File: src/shared/ppmux_pkg.sv
// Shared constants and types for the strapped parallel-port pin mux
package ppmux_pkg;

  localparam int unsigned NUM_PINS = 4;

  // Pin positions inside every 4-bit pin vector
  localparam int unsigned PIN_SIX = 0;
  localparam int unsigned PIN_SEVEN = 1;
  localparam int unsigned PIN_EIGHT = 2;
  localparam int unsigned PIN_NINE = 3;

  // Strap level that selects the memory-interface function
  localparam logic STRAP_MEM_LEVEL = 1'h1;

  // Output level loaded by reset and held, undriven, until the function is fixed
  localparam logic MEM_IDLE_LEVEL = 1'h1;

  localparam logic OE_OFF = 1'h0;
  localparam logic OE_ON = 1'h1;
  localparam logic SYNC_RESET_LEVEL = 1'h0;

  typedef enum logic {
    MODE_GP,
    MODE_MEM
  } pin_mode_t;

  typedef enum logic {
    ST_HELD,
    ST_RUN
  } mux_state_t;

  // Memory controller side, one bit for each muxed control signal
  typedef struct packed {
    logic byte_en_1;
    logic byte_en_0;
    logic chip_sel_3;
    logic chip_sel_2;
  } mem_ctrl_t;

  // Pin drive as seen by the pad ring
  typedef struct packed {
    logic [NUM_PINS-1:0] out;
    logic [NUM_PINS-1:0] oe;
  } pin_drive_t;

endpackage : ppmux_pkg

File: src/hdl/parallel_port_pin_mux_upper.sv
// Strap-selected mux of four parallel-port pins: general I/O or memory controls
`timescale 1ns/1ps
module parallel_port_pin_mux_upper (
  input wire logic I_SYS_CLK,
  input wire logic I_RST_N,
  input wire logic I_BOOT_STRAP_SELECT,
  input wire logic [ppmux_pkg::NUM_PINS-1:0] I_PIN_IN,
  input wire logic [ppmux_pkg::NUM_PINS-1:0] I_GP_OUT,
  input wire logic [ppmux_pkg::NUM_PINS-1:0] I_GP_DIR,
  input wire ppmux_pkg::mem_ctrl_t I_MEM_CTRL,
  output ppmux_pkg::pin_drive_t O_PIN,
  output logic [ppmux_pkg::NUM_PINS-1:0] O_GP_IN,
  output ppmux_pkg::pin_mode_t O_MODE
);
  import ppmux_pkg::*;

  logic strap1_r;
  logic strap2_r;
  mux_state_t state_r;
  mux_state_t state_nxt;
  pin_mode_t mode_r;
  pin_mode_t mode_nxt;
  logic run;
  logic [NUM_PINS-1:0] mem_val;
  logic [NUM_PINS-1:0] pin_out;
  logic [NUM_PINS-1:0] pin_oe;
  logic [NUM_PINS-1:0] gp_in;

  // No reset here on purpose: the strap must be sampled while reset is held
  always_ff @(posedge I_SYS_CLK) begin
    strap1_r <= I_BOOT_STRAP_SELECT;
    strap2_r <= strap1_r;
  end

  // Mode is caught by the first edge after release, never by the reset itself
  always_comb begin
    state_nxt = state_r;
    mode_nxt = mode_r;
    case (state_r)
      ST_HELD: begin
        mode_nxt = (strap2_r == STRAP_MEM_LEVEL) ? MODE_MEM : MODE_GP;
        state_nxt = ST_RUN;
      end
      ST_RUN: begin
        mode_nxt = mode_r;
      end
      default: begin
        state_nxt = ST_HELD;
      end
    endcase
  end

  always_ff @(posedge I_SYS_CLK or negedge I_RST_N) begin
    if (!I_RST_N) begin
      state_r <= ST_HELD;
      mode_r <= MODE_GP;
    end else begin
      state_r <= state_nxt;
      mode_r <= mode_nxt;
    end
  end

  assign run = (state_r == ST_RUN);

  // Memory signal to pin mapping
  always_comb begin
    mem_val = '0;
    mem_val[PIN_SIX] = I_MEM_CTRL.chip_sel_2;
    mem_val[PIN_SEVEN] = I_MEM_CTRL.chip_sel_3;
    mem_val[PIN_EIGHT] = I_MEM_CTRL.byte_en_0;
    mem_val[PIN_NINE] = I_MEM_CTRL.byte_en_1;
  end

  generate
    for (genvar g = 0; g < NUM_PINS; g++) begin : g_pin
      ppmux_pin_cell u_cell (
        .i_clk(I_SYS_CLK),
        .i_rst_n(I_RST_N),
        .i_run(run),
        .i_mode(mode_r),
        .i_pin_in(I_PIN_IN[g]),
        .i_gp_out(I_GP_OUT[g]),
        .i_gp_dir(I_GP_DIR[g]),
        .i_mem_val(mem_val[g]),
        .o_pin_out(pin_out[g]),
        .o_pin_oe(pin_oe[g]),
        .o_gp_in(gp_in[g])
      );
    end
  endgenerate

  // One driver for the whole pad bundle
  assign O_PIN = pin_drive_t'{out: pin_out, oe: pin_oe};
  assign O_GP_IN = gp_in;
  assign O_MODE = mode_r;

  // Checks

  // Edges since release, saturating, for the timing checks below
  logic [1:0] since_rel_r;
  always_ff @(posedge I_SYS_CLK or negedge I_RST_N) begin
    if (!I_RST_N) begin
      since_rel_r <= 2'h0;
    end else if (since_rel_r != 2'h3) begin
      since_rel_r <= since_rel_r + 2'h1;
    end
  end

  // Pads never driven while reset is low (no disable here)
  a_reset_pins_float: assert property (
    @(posedge I_SYS_CLK) !I_RST_N |-> (pin_oe == '0)
  ) else $error("pad driven during reset");

  a_mode_reset_gp: assert property (
    @(posedge I_SYS_CLK) !I_RST_N |-> (mode_r == MODE_GP)
  ) else $error("mode not cleared during reset");

  a_strap_latched: assert property (
    @(posedge I_SYS_CLK) disable iff (!I_RST_N)
    (state_r == ST_HELD) |=> (mode_r == ((($past(strap2_r)) == STRAP_MEM_LEVEL) ? MODE_MEM : MODE_GP))
  ) else $error("mode not taken from strap at release");

  a_mode_frozen: assert property (
    @(posedge I_SYS_CLK) disable iff (!I_RST_N)
    run |=> $stable(mode_r)
  ) else $error("mode changed after release");

  a_mem_drive_high: assert property (
    @(posedge I_SYS_CLK) disable iff (!I_RST_N)
    (since_rel_r == 2'h1) && (mode_r == MODE_MEM) && (mem_val == '1)
    |=> (pin_oe == '1) && (pin_out == '1)
  ) else $error("memory pins not driving high after release");

  a_mem_oe_hold: assert property (
    @(posedge I_SYS_CLK) disable iff (!I_RST_N)
    (since_rel_r == 2'h3) && (mode_r == MODE_MEM) |-> (pin_oe == '1)
  ) else $error("memory pin released its drive");

  a_gp_input_boot: assert property (
    @(posedge I_SYS_CLK) disable iff (!I_RST_N)
    run && (mode_r == MODE_GP) && (I_GP_DIR == '0) |=> (pin_oe == '0)
  ) else $error("general-purpose line driven without direction set");

  a_gp_dir_follow: assert property (
    @(posedge I_SYS_CLK) disable iff (!I_RST_N)
    run && (mode_r == MODE_GP) |=> (pin_oe == $past(I_GP_DIR))
  ) else $error("general-purpose direction not followed");

  a_cs2_map: assert property (
    @(posedge I_SYS_CLK) disable iff (!I_RST_N)
    run && (mode_r == MODE_MEM) |=> (pin_out[PIN_SIX] == $past(I_MEM_CTRL.chip_sel_2))
  ) else $error("chip select 2 not on pin six");

  a_cs3_map: assert property (
    @(posedge I_SYS_CLK) disable iff (!I_RST_N)
    run && (mode_r == MODE_MEM) |=> (pin_out[PIN_SEVEN] == $past(I_MEM_CTRL.chip_sel_3))
  ) else $error("chip select 3 not on pin seven");

  a_be0_map: assert property (
    @(posedge I_SYS_CLK) disable iff (!I_RST_N)
    run && (mode_r == MODE_MEM) |=> (pin_out[PIN_EIGHT] == $past(I_MEM_CTRL.byte_en_0))
  ) else $error("byte enable 0 not on pin eight");

  a_be1_map: assert property (
    @(posedge I_SYS_CLK) disable iff (!I_RST_N)
    run && (mode_r == MODE_MEM) |=> (pin_out[PIN_NINE] == $past(I_MEM_CTRL.byte_en_1))
  ) else $error("byte enable 1 not on pin nine");

  a_gp_out_map: assert property (
    @(posedge I_SYS_CLK) disable iff (!I_RST_N)
    run && (mode_r == MODE_GP) |=> (pin_out == $past(I_GP_OUT))
  ) else $error("general-purpose data not on pins");

  a_run_by_second: assert property (
    @(posedge I_SYS_CLK) disable iff (!I_RST_N)
    (since_rel_r == 2'h2) |-> run
  ) else $error("function not fixed two edges after release");

  a_float_before_run: assert property (
    @(posedge I_SYS_CLK) disable iff (!I_RST_N)
    !run |=> (pin_oe == '0)
  ) else $error("pad driven before function fixed");

  // Counter guard keeps the reset-time synchroniser contents out of the compare
  a_gp_in_sync: assert property (
    @(posedge I_SYS_CLK) disable iff (!I_RST_N)
    (since_rel_r == 2'h3) |-> (gp_in == $past(I_PIN_IN, 2))
  ) else $error("pad level not returned two edges late");

  c_mem_boot: cover property (
    @(posedge I_SYS_CLK) disable iff (!I_RST_N)
    (since_rel_r == 2'h2) && (mode_r == MODE_MEM) && (pin_oe == '1)
  );

  c_gp_boot: cover property (
    @(posedge I_SYS_CLK) disable iff (!I_RST_N)
    (since_rel_r == 2'h2) && (mode_r == MODE_GP) && (pin_oe == '0)
  );

  c_gp_turnaround: cover property (
    @(posedge I_SYS_CLK) disable iff (!I_RST_N)
    run && (mode_r == MODE_GP) && (pin_oe == '0) ##1 (pin_oe != '0)
  );

  c_mem_strobe: cover property (
    @(posedge I_SYS_CLK) disable iff (!I_RST_N)
    run && (mode_r == MODE_MEM) && (pin_out != '1)
  );

  c_late_strap: cover property (
    @(posedge I_SYS_CLK) disable iff (!I_RST_N)
    run && (mode_r == MODE_MEM) && (strap2_r != STRAP_MEM_LEVEL)
  );

endmodule : parallel_port_pin_mux_upper

File: src/hdl/ppmux_pin_cell.sv
// One muxed pad: input synchroniser and registered drive
`timescale 1ns/1ps
module ppmux_pin_cell (
  input wire logic i_clk,
  input wire logic i_rst_n,
  input wire logic i_run,
  input wire ppmux_pkg::pin_mode_t i_mode,
  input wire logic i_pin_in,
  input wire logic i_gp_out,
  input wire logic i_gp_dir,
  input wire logic i_mem_val,
  output logic o_pin_out,
  output logic o_pin_oe,
  output logic o_gp_in
);
  import ppmux_pkg::*;

  logic sync1_r;
  logic sync2_r;
  logic out_r;
  logic out_nxt;
  logic oe_r;
  logic oe_nxt;

  // Pad drive; held undriven until the function is fixed
  always_comb begin
    out_nxt = MEM_IDLE_LEVEL;
    oe_nxt = OE_OFF;
    if (i_run) begin
      if (i_mode == MODE_MEM) begin
        out_nxt = i_mem_val;
        oe_nxt = OE_ON;
      end else begin
        out_nxt = i_gp_out;
        oe_nxt = i_gp_dir;
      end
    end
  end

  always_ff @(posedge i_clk or negedge i_rst_n) begin
    if (!i_rst_n) begin
      sync1_r <= SYNC_RESET_LEVEL;
      sync2_r <= SYNC_RESET_LEVEL;
      out_r <= MEM_IDLE_LEVEL;
      oe_r <= OE_OFF;
    end else begin
      sync1_r <= i_pin_in;
      sync2_r <= sync1_r;
      out_r <= out_nxt;
      oe_r <= oe_nxt;
    end
  end

  assign o_pin_out = out_r;
  assign o_pin_oe = oe_r;
  assign o_gp_in = sync2_r;

endmodule : ppmux_pin_cell

File: config.mk
export PLATFORM = sky130hd
export DESIGN_NAME = parallel_port_pin_mux_upper
export DESIGN_NICKNAME = d
export VERILOG_FILES = /design/src/shared/ppmux_pkg.sv /design/src/hdl/parallel_port_pin_mux_upper.sv /design/src/hdl/ppmux_pin_cell.sv
export SDC_FILE = /design/constraint.sdc
export NUM_CORES = 1
export LEC_CHECK = 0
export ABC_AREA = 1
export BUFFER_PORTS_ARGS = -buffer_cell sky130_fd_sc_hd__buf_4
export CORE_MARGIN = 3
export CORE_UTILIZATION = 46
export CTS_BUF_LIST = sky130_fd_sc_hd__clkbuf_4 sky130_fd_sc_hd__clkbuf_8
export DETAILED_ROUTE_END_ITERATION = 10
export HOLD_SLACK_MARGIN = 0.02
export PLACE_DENSITY = 0.79
export SYNTH_ARGS = -nofsm -noshare
export SYNTH_HDL_FRONTEND = slang
export SYNTH_SLANG_ARGS = --single-unit
export TNS_END_PERCENT = 20
File: constraint.sdc
create_clock -name I_SYS_CLK -period 1.2 [get_ports I_SYS_CLK]
set_clock_uncertainty 0.2 [all_clocks]
set_input_delay 0.12 -clock I_SYS_CLK [delete_from_list [all_inputs] [get_ports I_SYS_CLK]]
set_output_delay 0.12 -clock I_SYS_CLK [all_outputs]
set_load 0.1 [all_outputs]
[Word-level counts from Yosys, hierarchy flattened]
Index checks and enable logic that the tools add are counted.
W data, S select, Z words.
Storage, ports and cells
  register bits after elaboration: 20
  output and inout port bits: 13
Cells by class
  muxes and demuxes: 18
Operator list (count)
  $mux W1: 18

[Depth between registers and ports, before layout]
Gate-level depths: netlist of the first run.
  depth in word-level cells: 2
  depth in mapped cells: 3
  mapped depth without buffers: 3

[By module]
Synthesis of the first run repeated with hierarchy kept, for this count alone.
Unflattened totals
  cell total of the unflattened synthesis: 45
  area, all modules: 639.4 µm²
By module, submodules not included
  ppmux_pin_cell: instances 4, cells each 9, seq. area each 101.3 µm², area each 132.6 µm²
  parallel_port_pin_mux_upper: instances 1, cells each 9, seq. area each 90.1 µm², area each 108.9 µm²

[Worst setup path after synthesis of the first run]
No wires, ideal clock.
  kind: register to register
  from: register O_MODE (netlist name)
  to: register mode_r, in the netlist O_MODE
  setup time: 0.083 ns
  stages on the path, launching flop included: 3
  path slack: -0.405 ns
  clock period less this slack: 1.605 ns
  arrival time: 1.322 ns
  path buffers: 0
  data required time: 0.917 ns
  path through: dfrtp_1 > nand2_1 > o21ai_0
RTL lines
  end signal, assigned: line parallel_port_pin_mux_upper.sv:59  | mode_r <= mode_nxt;
  end, declared: line parallel_port_pin_mux_upper.sv:21  | pin_mode_t mode_r;

[Worst setup path after layout of the first run]
  from: register g_pin[2].u_cell.out_r
  to: output O_PIN[6] in the netlist's numbering
RTL lines
  start, declared: line ppmux_pin_cell.sv:20  | logic out_r;
  start signal, assigned: line ppmux_pin_cell.sv:49  | out_r <= out_nxt;
  end, declared: line parallel_port_pin_mux_upper.sv:11  | output ppmux_pkg::pin_drive_t O_PIN,
No word-level cell between the ends.

==> reports/summary.txt, run 1 <==
num ports: 32
H-tree levels: 1
DRC: 0
Die ar.: 2018 um^2
Post-Syn Area: 696.9 um^2
CTS tree: done
Syn Inst Count: 58
Core Box Area: 1366 um^2
VDD IR-drop max: 0.001056 V
routed len/inst: 17.73 um
register area: 499.2 um^2
max cap viols: 0
vias per cell: 4.823
# diodes: 0
Multi-input gate area: 95.09 um^2
TritonCTS Buffers: 3
WHS: 7.315 ps
design area: 1202 um^2
Placer Congestion: 0.6357
layout net count: 118
CP Launch Type: flop
Syn Area/Cell: 12.02 um^2
die width: 44.93 um
grt total ovfl: 0
Starting Density: 51.01%
FF-to-FF path depth: 2
Reg clk slew, reported paths: 110 ps
Post-Syn Nets: 77
Initial DRC Count: 13
CTS Sinks: 20
vias in the first global route: 553
critical path type: reg -> out
root buffer cell: clkbuf_4
outcome: finished, violations left
most frequent cells in the layout: 18 x dlygate4sd3_1, 18 x buf_4, 16 x nand2_1, 13 x dfrtp_1, 7 x buf_12
Worst path max stage delay: 580 ps
Cell Chain, Critical Path: buf_12
Die H: 44.93 um
# setup viols final: 13
IO buf count: 31
first-pass GRT wire length: 2.649 mm
Critical R2R Launch: run
Area Growth Syn to Fin: 72.53%
antenna viol nets, final: 0
CP bufs+invs: 1
Clock Tree Buf Depth: 2
final hold vios: 0
post-synthesis register bit count: 20
Synth cell types: 10
Tot GR Track Use: 19.70%
initial antenna violation count: 0
Syn. warnings: 0
unrepaired setup endpoints after global routing: true
Tmin final: 1395 ps
largest net degree at the start of global routing: 19
total wire length: 2.003 mm
CP max FO: 1
Hold WC Path Type: in -> async
Seq/Total Area, Yosys: 71.10%
placed cell area: 853.3 um^2
worst setup margin: -195.5 ps
FF-to-FF End: O_MODE
Critical-path top delay cell: dfstp_2
Leak: 0.5883 nW
Worst-Skew Late Latency: 310 ps
num rows: 13
layout cells sized above 1: 41.84%
Final HPWL DP: 814.9 um
fillers: 48
violated checks: setup timing
Worst EP arrival: 1080 ps
R2R setup slack: 60 ps
Worst Setup End Kind: output pin
vias post-DR: 545
worst path required time: 880 ps
Post-CTS Setup Bufs: 0
Pwr Density: 1407 nW/um^2
period utilization: 116.3%
CP top delay family: flip-flops
max-slew violation count: 0
highest clock rate: 716.6 MHz
Layout Utilization: 88.00%
drt pass-1 iters: 4
sequential cells by signal (all words and copies together), names as in the netlist:
| signal | cells |
|---|---|
| g_pin.u_cell.o_gp_in | 4 |
| O_MODE | 1 |
| g_pin.u_cell.o_pin_oe | 4 |
| strap1_r | 1 |
| g_pin.u_cell.o_pin_out | 4 |
| strap2_r | 1 |
| run | 1 |
| g_pin.u_cell.sync1_r | 4 |
logic make-up after synthesis:
| logic type | count (synthesis) | share of synthesized area, % |
|---|---|---|
| and+or+nand+nor | 21 | 12.03 |
| DFF | 20 | 71.10 |
| buffers and inverters | 15 | 15.62 |
| AOI/OAI and AO/OA | 1 | 0.7174 |
| other | 1 | 0.5381 |
per-stage QoR:
| stage | TNS [ps] | power (mW) | std cells | setup slack (ps) |
|---|---|---|---|---|
| after floorplan | 0 | 1.082 | 58 | 31.00 |
| after global placement | 0 | 1.145 | 91 | 110.9 |
| after detailed placement | 0 | 1.152 | 91 | 105.9 |
| after CTS | -715.1 | 1.624 | 113 | -146.0 |
| after global routing | -1562 | 1.750 | 113 | -228.9 |
| final | -1117 | 1.692 | 113 | -195.5 |
power by group:
| part | internal, mW | switching (mW) |
|---|---|---|
| sequential | 0.729 | 0.0433 |
| combinational | 0.196 | 0.322 |
| clock | 0.186 | 0.216 |
area by class of cell:
type / count / area share [%]
Sequential cell: 20 / 41.52
Inverter: 2 / 0.6244
Timing Repair Buffer: 49 / 45.37
Tap cell: 15 / 1.561
Clock buffer: 4 / 3.018
Multi-Input combinational cell: 23 / 7.908
repair_timing:
action / CTS / global route
hold endpoints to repair: 31 / 0
gates resized for setup: 24 / 9
setup endpoints to repair: 13 / 13
hold buffers: 18 / 0
worst max-delay path by stage:
| stage | start | end | cells past startpoint |
|---|---|---|---|
| 6_report | g_pin[2].u_cell.o_pin_out | O_PIN[6] | 1 |
| 5_1_grt | g_pin[2].u_cell.o_pin_out | O_PIN[6] | 1 |
| 4_1_cts | g_pin[3].u_cell.o_pin_out | O_PIN[7] | 1 |
| 3_5_place_dp | g_pin[3].u_cell.o_pin_out | O_PIN[7] | 1 |
| 3_3_place_gp | g_pin[2].u_cell.o_pin_out | O_PIN[6] | 1 |
| 2_1_floorplan | O_MODE | O_MODE | 2 |
cell usage after synthesis, drive strengths merged:
cell | number | area (um^2)
nand2 | 17 | 63.81
nand3 | 4 | 20.02
conb | 1 | 3.750
dfstp | 4 | 105.1
inv | 2 | 7.510
dfrtp | 14 | 350.3
o21ai | 1 | 5.000
dfxtp | 2 | 40.04
buf | 13 | 101.4
routing by layer:
layer  vias up  part of all wire (%)  GRT usage, %
met1       259                    33         21.73
met4         0                   2.8         7.018
li1        243                     -             -
met3         7                   7.3         5.976
met5         -                     0             0
met2        36                    57         35.31
Note: power is estimated with default switching activity, not from simulation.
==> inputs of run 2 (changes only) <==
- CORE_MARGIN: 3 -> 2
==> reports/summary.txt, run 2 (synthesized netlist as in run 1, its figures left out) <==
most frequent cells in the layout: 18 x dlygate4sd3_1, 18 x buf_4, 16 x nand2_1, 13 x dfrtp_1, 9 x buf_12
max-slew violation count: 0
Placer Congestion: 0.6430
Final HPWL DP: 875.9 um
WHS: 2.638 ps
Worst Setup End Kind: output pin
unrepaired setup endpoints after global routing: true
CP bufs+invs: 1
Tmin final: 1364 ps
Post-CTS Setup Bufs: 0
max cap viols: 0
Die H: 42.93 um
num ports: 32
design area: 1230 um^2
die width: 42.93 um
placed cell area: 854.6 um^2
largest net degree at the start of global routing: 19
initial antenna violation count: 0
fillers: 55
antenna viol nets, final: 0
root buffer cell: clkbuf_4
Critical-path top delay cell: dfstp_2
DRC: 0
Reg clk slew, reported paths: 130 ps
worst setup margin: -163.8 ps
Cell Chain, Critical Path: buf_12
H-tree levels: 1
IO buf count: 31
CTS tree: done
highest clock rate: 733.3 MHz
Die ar.: 1843 um^2
total wire length: 2.117 mm
# diodes: 0
Clock Tree Buf Depth: 2
first-pass GRT wire length: 2.842 mm
layout cells sized above 1: 41.84%
grt total ovfl: 0
Worst EP arrival: 1040 ps
period utilization: 113.6%
outcome: finished, violations left
Initial DRC Count: 25
drt pass-1 iters: 4
pre-CTS setup slack: 97.13 ps
setup tns final: -1025 ps
Area Growth Syn to Fin: 76.48%
Pwr Density: 1508 nW/um^2
CP Launch Type: flop
# setup viols final: 13
CP max FO: 1
worst path required time: 880 ps
vias post-DR: 566
TritonCTS Buffers: 3
routed len/inst: 18.57 um
Core Box Area: 1454 um^2
CTS Sinks: 20
Starting Density: 47.93%
VDD IR-drop max: 0.001063 V
layout net count: 118
num rows: 14
Worst-Skew Late Latency: 310 ps
Leak: 0.5988 nW
Tot GR Track Use: 22.78%
vias in the first global route: 558
final hold vios: 0
Worst path max stage delay: 570 ps
CP top delay family: flip-flops
vias per cell: 4.965
CTS Hold Buffers Added: 18
critical path type: reg -> out
violated checks: setup timing
Hold WC Path Type: in -> async
## run 2: through the flow
stage / std cells / total power [mW] / util, %
after floorplan: 58 / 1.082 / -
after global placement: 92 / 1.145 / 58.78
after detailed placement: 92 / 1.155 / 58.78
after CTS: 114 / 1.796 / 82.19
after global routing: 114 / 1.913 / 84.60
final: 114 / 1.855 / 84.60
## run 2: worst paths after layout
path | from | cells past startpoint | slack [ps] | to
min | I_RST_N | 2 | 3 | g_pin[3].u_cell.o_gp_in
max in group asynchronous | I_RST_N | 2 | 520 | g_pin[1].u_cell.o_pin_out
min reg2reg | strap1_r | 0 | 140 | strap2_r
min in group I_SYS_CLK | strap1_r | 0 | 140 | strap2_r
max reg2reg | O_MODE | 3 | 30 | g_pin[0].u_cell.o_pin_out
max | g_pin[3].u_cell.o_pin_out | 1 | -160 | O_PIN[7]
## run 2: power by group
group | internal [mW] | switching (mW)
clock network | 0.338 | 0.215
registers | 0.729 | 0.0451
logic | 0.203 | 0.326
total | 1.27 | 0.586
## run 2: per-layer routing
metal,part of all wire [%],global-route usage (%),vias up
li1,-,-,241
met1,42,27.35,276
met2,49,37.27,39
met3,5.6,4.681,10
met4,3.2,13.75,0
met5,0,0,-
## run 2: timing repair
action | 4_1_cts | 5_1_grt
endpoints found under the setup margin | 13 | 13
hold endpoints to repair | 31 | 14
resized for setup | 27 | 8
## run 2: final cells by class
type / count / area, um^2 / area share [%]
Timing Repair Buffer: 49 / 555.5 / 45.17
Sequential cell: 20 / 499.2 / 40.59
Multi-Input combinational cell: 23 / 95.09 / 7.731
Clock inverter: 1 / 30.03 / 2.442
Clock buffer: 3 / 22.52 / 1.831
Tap cell: 16 / 20.02 / 1.628
Inverter: 2 / 7.507 / 0.6104
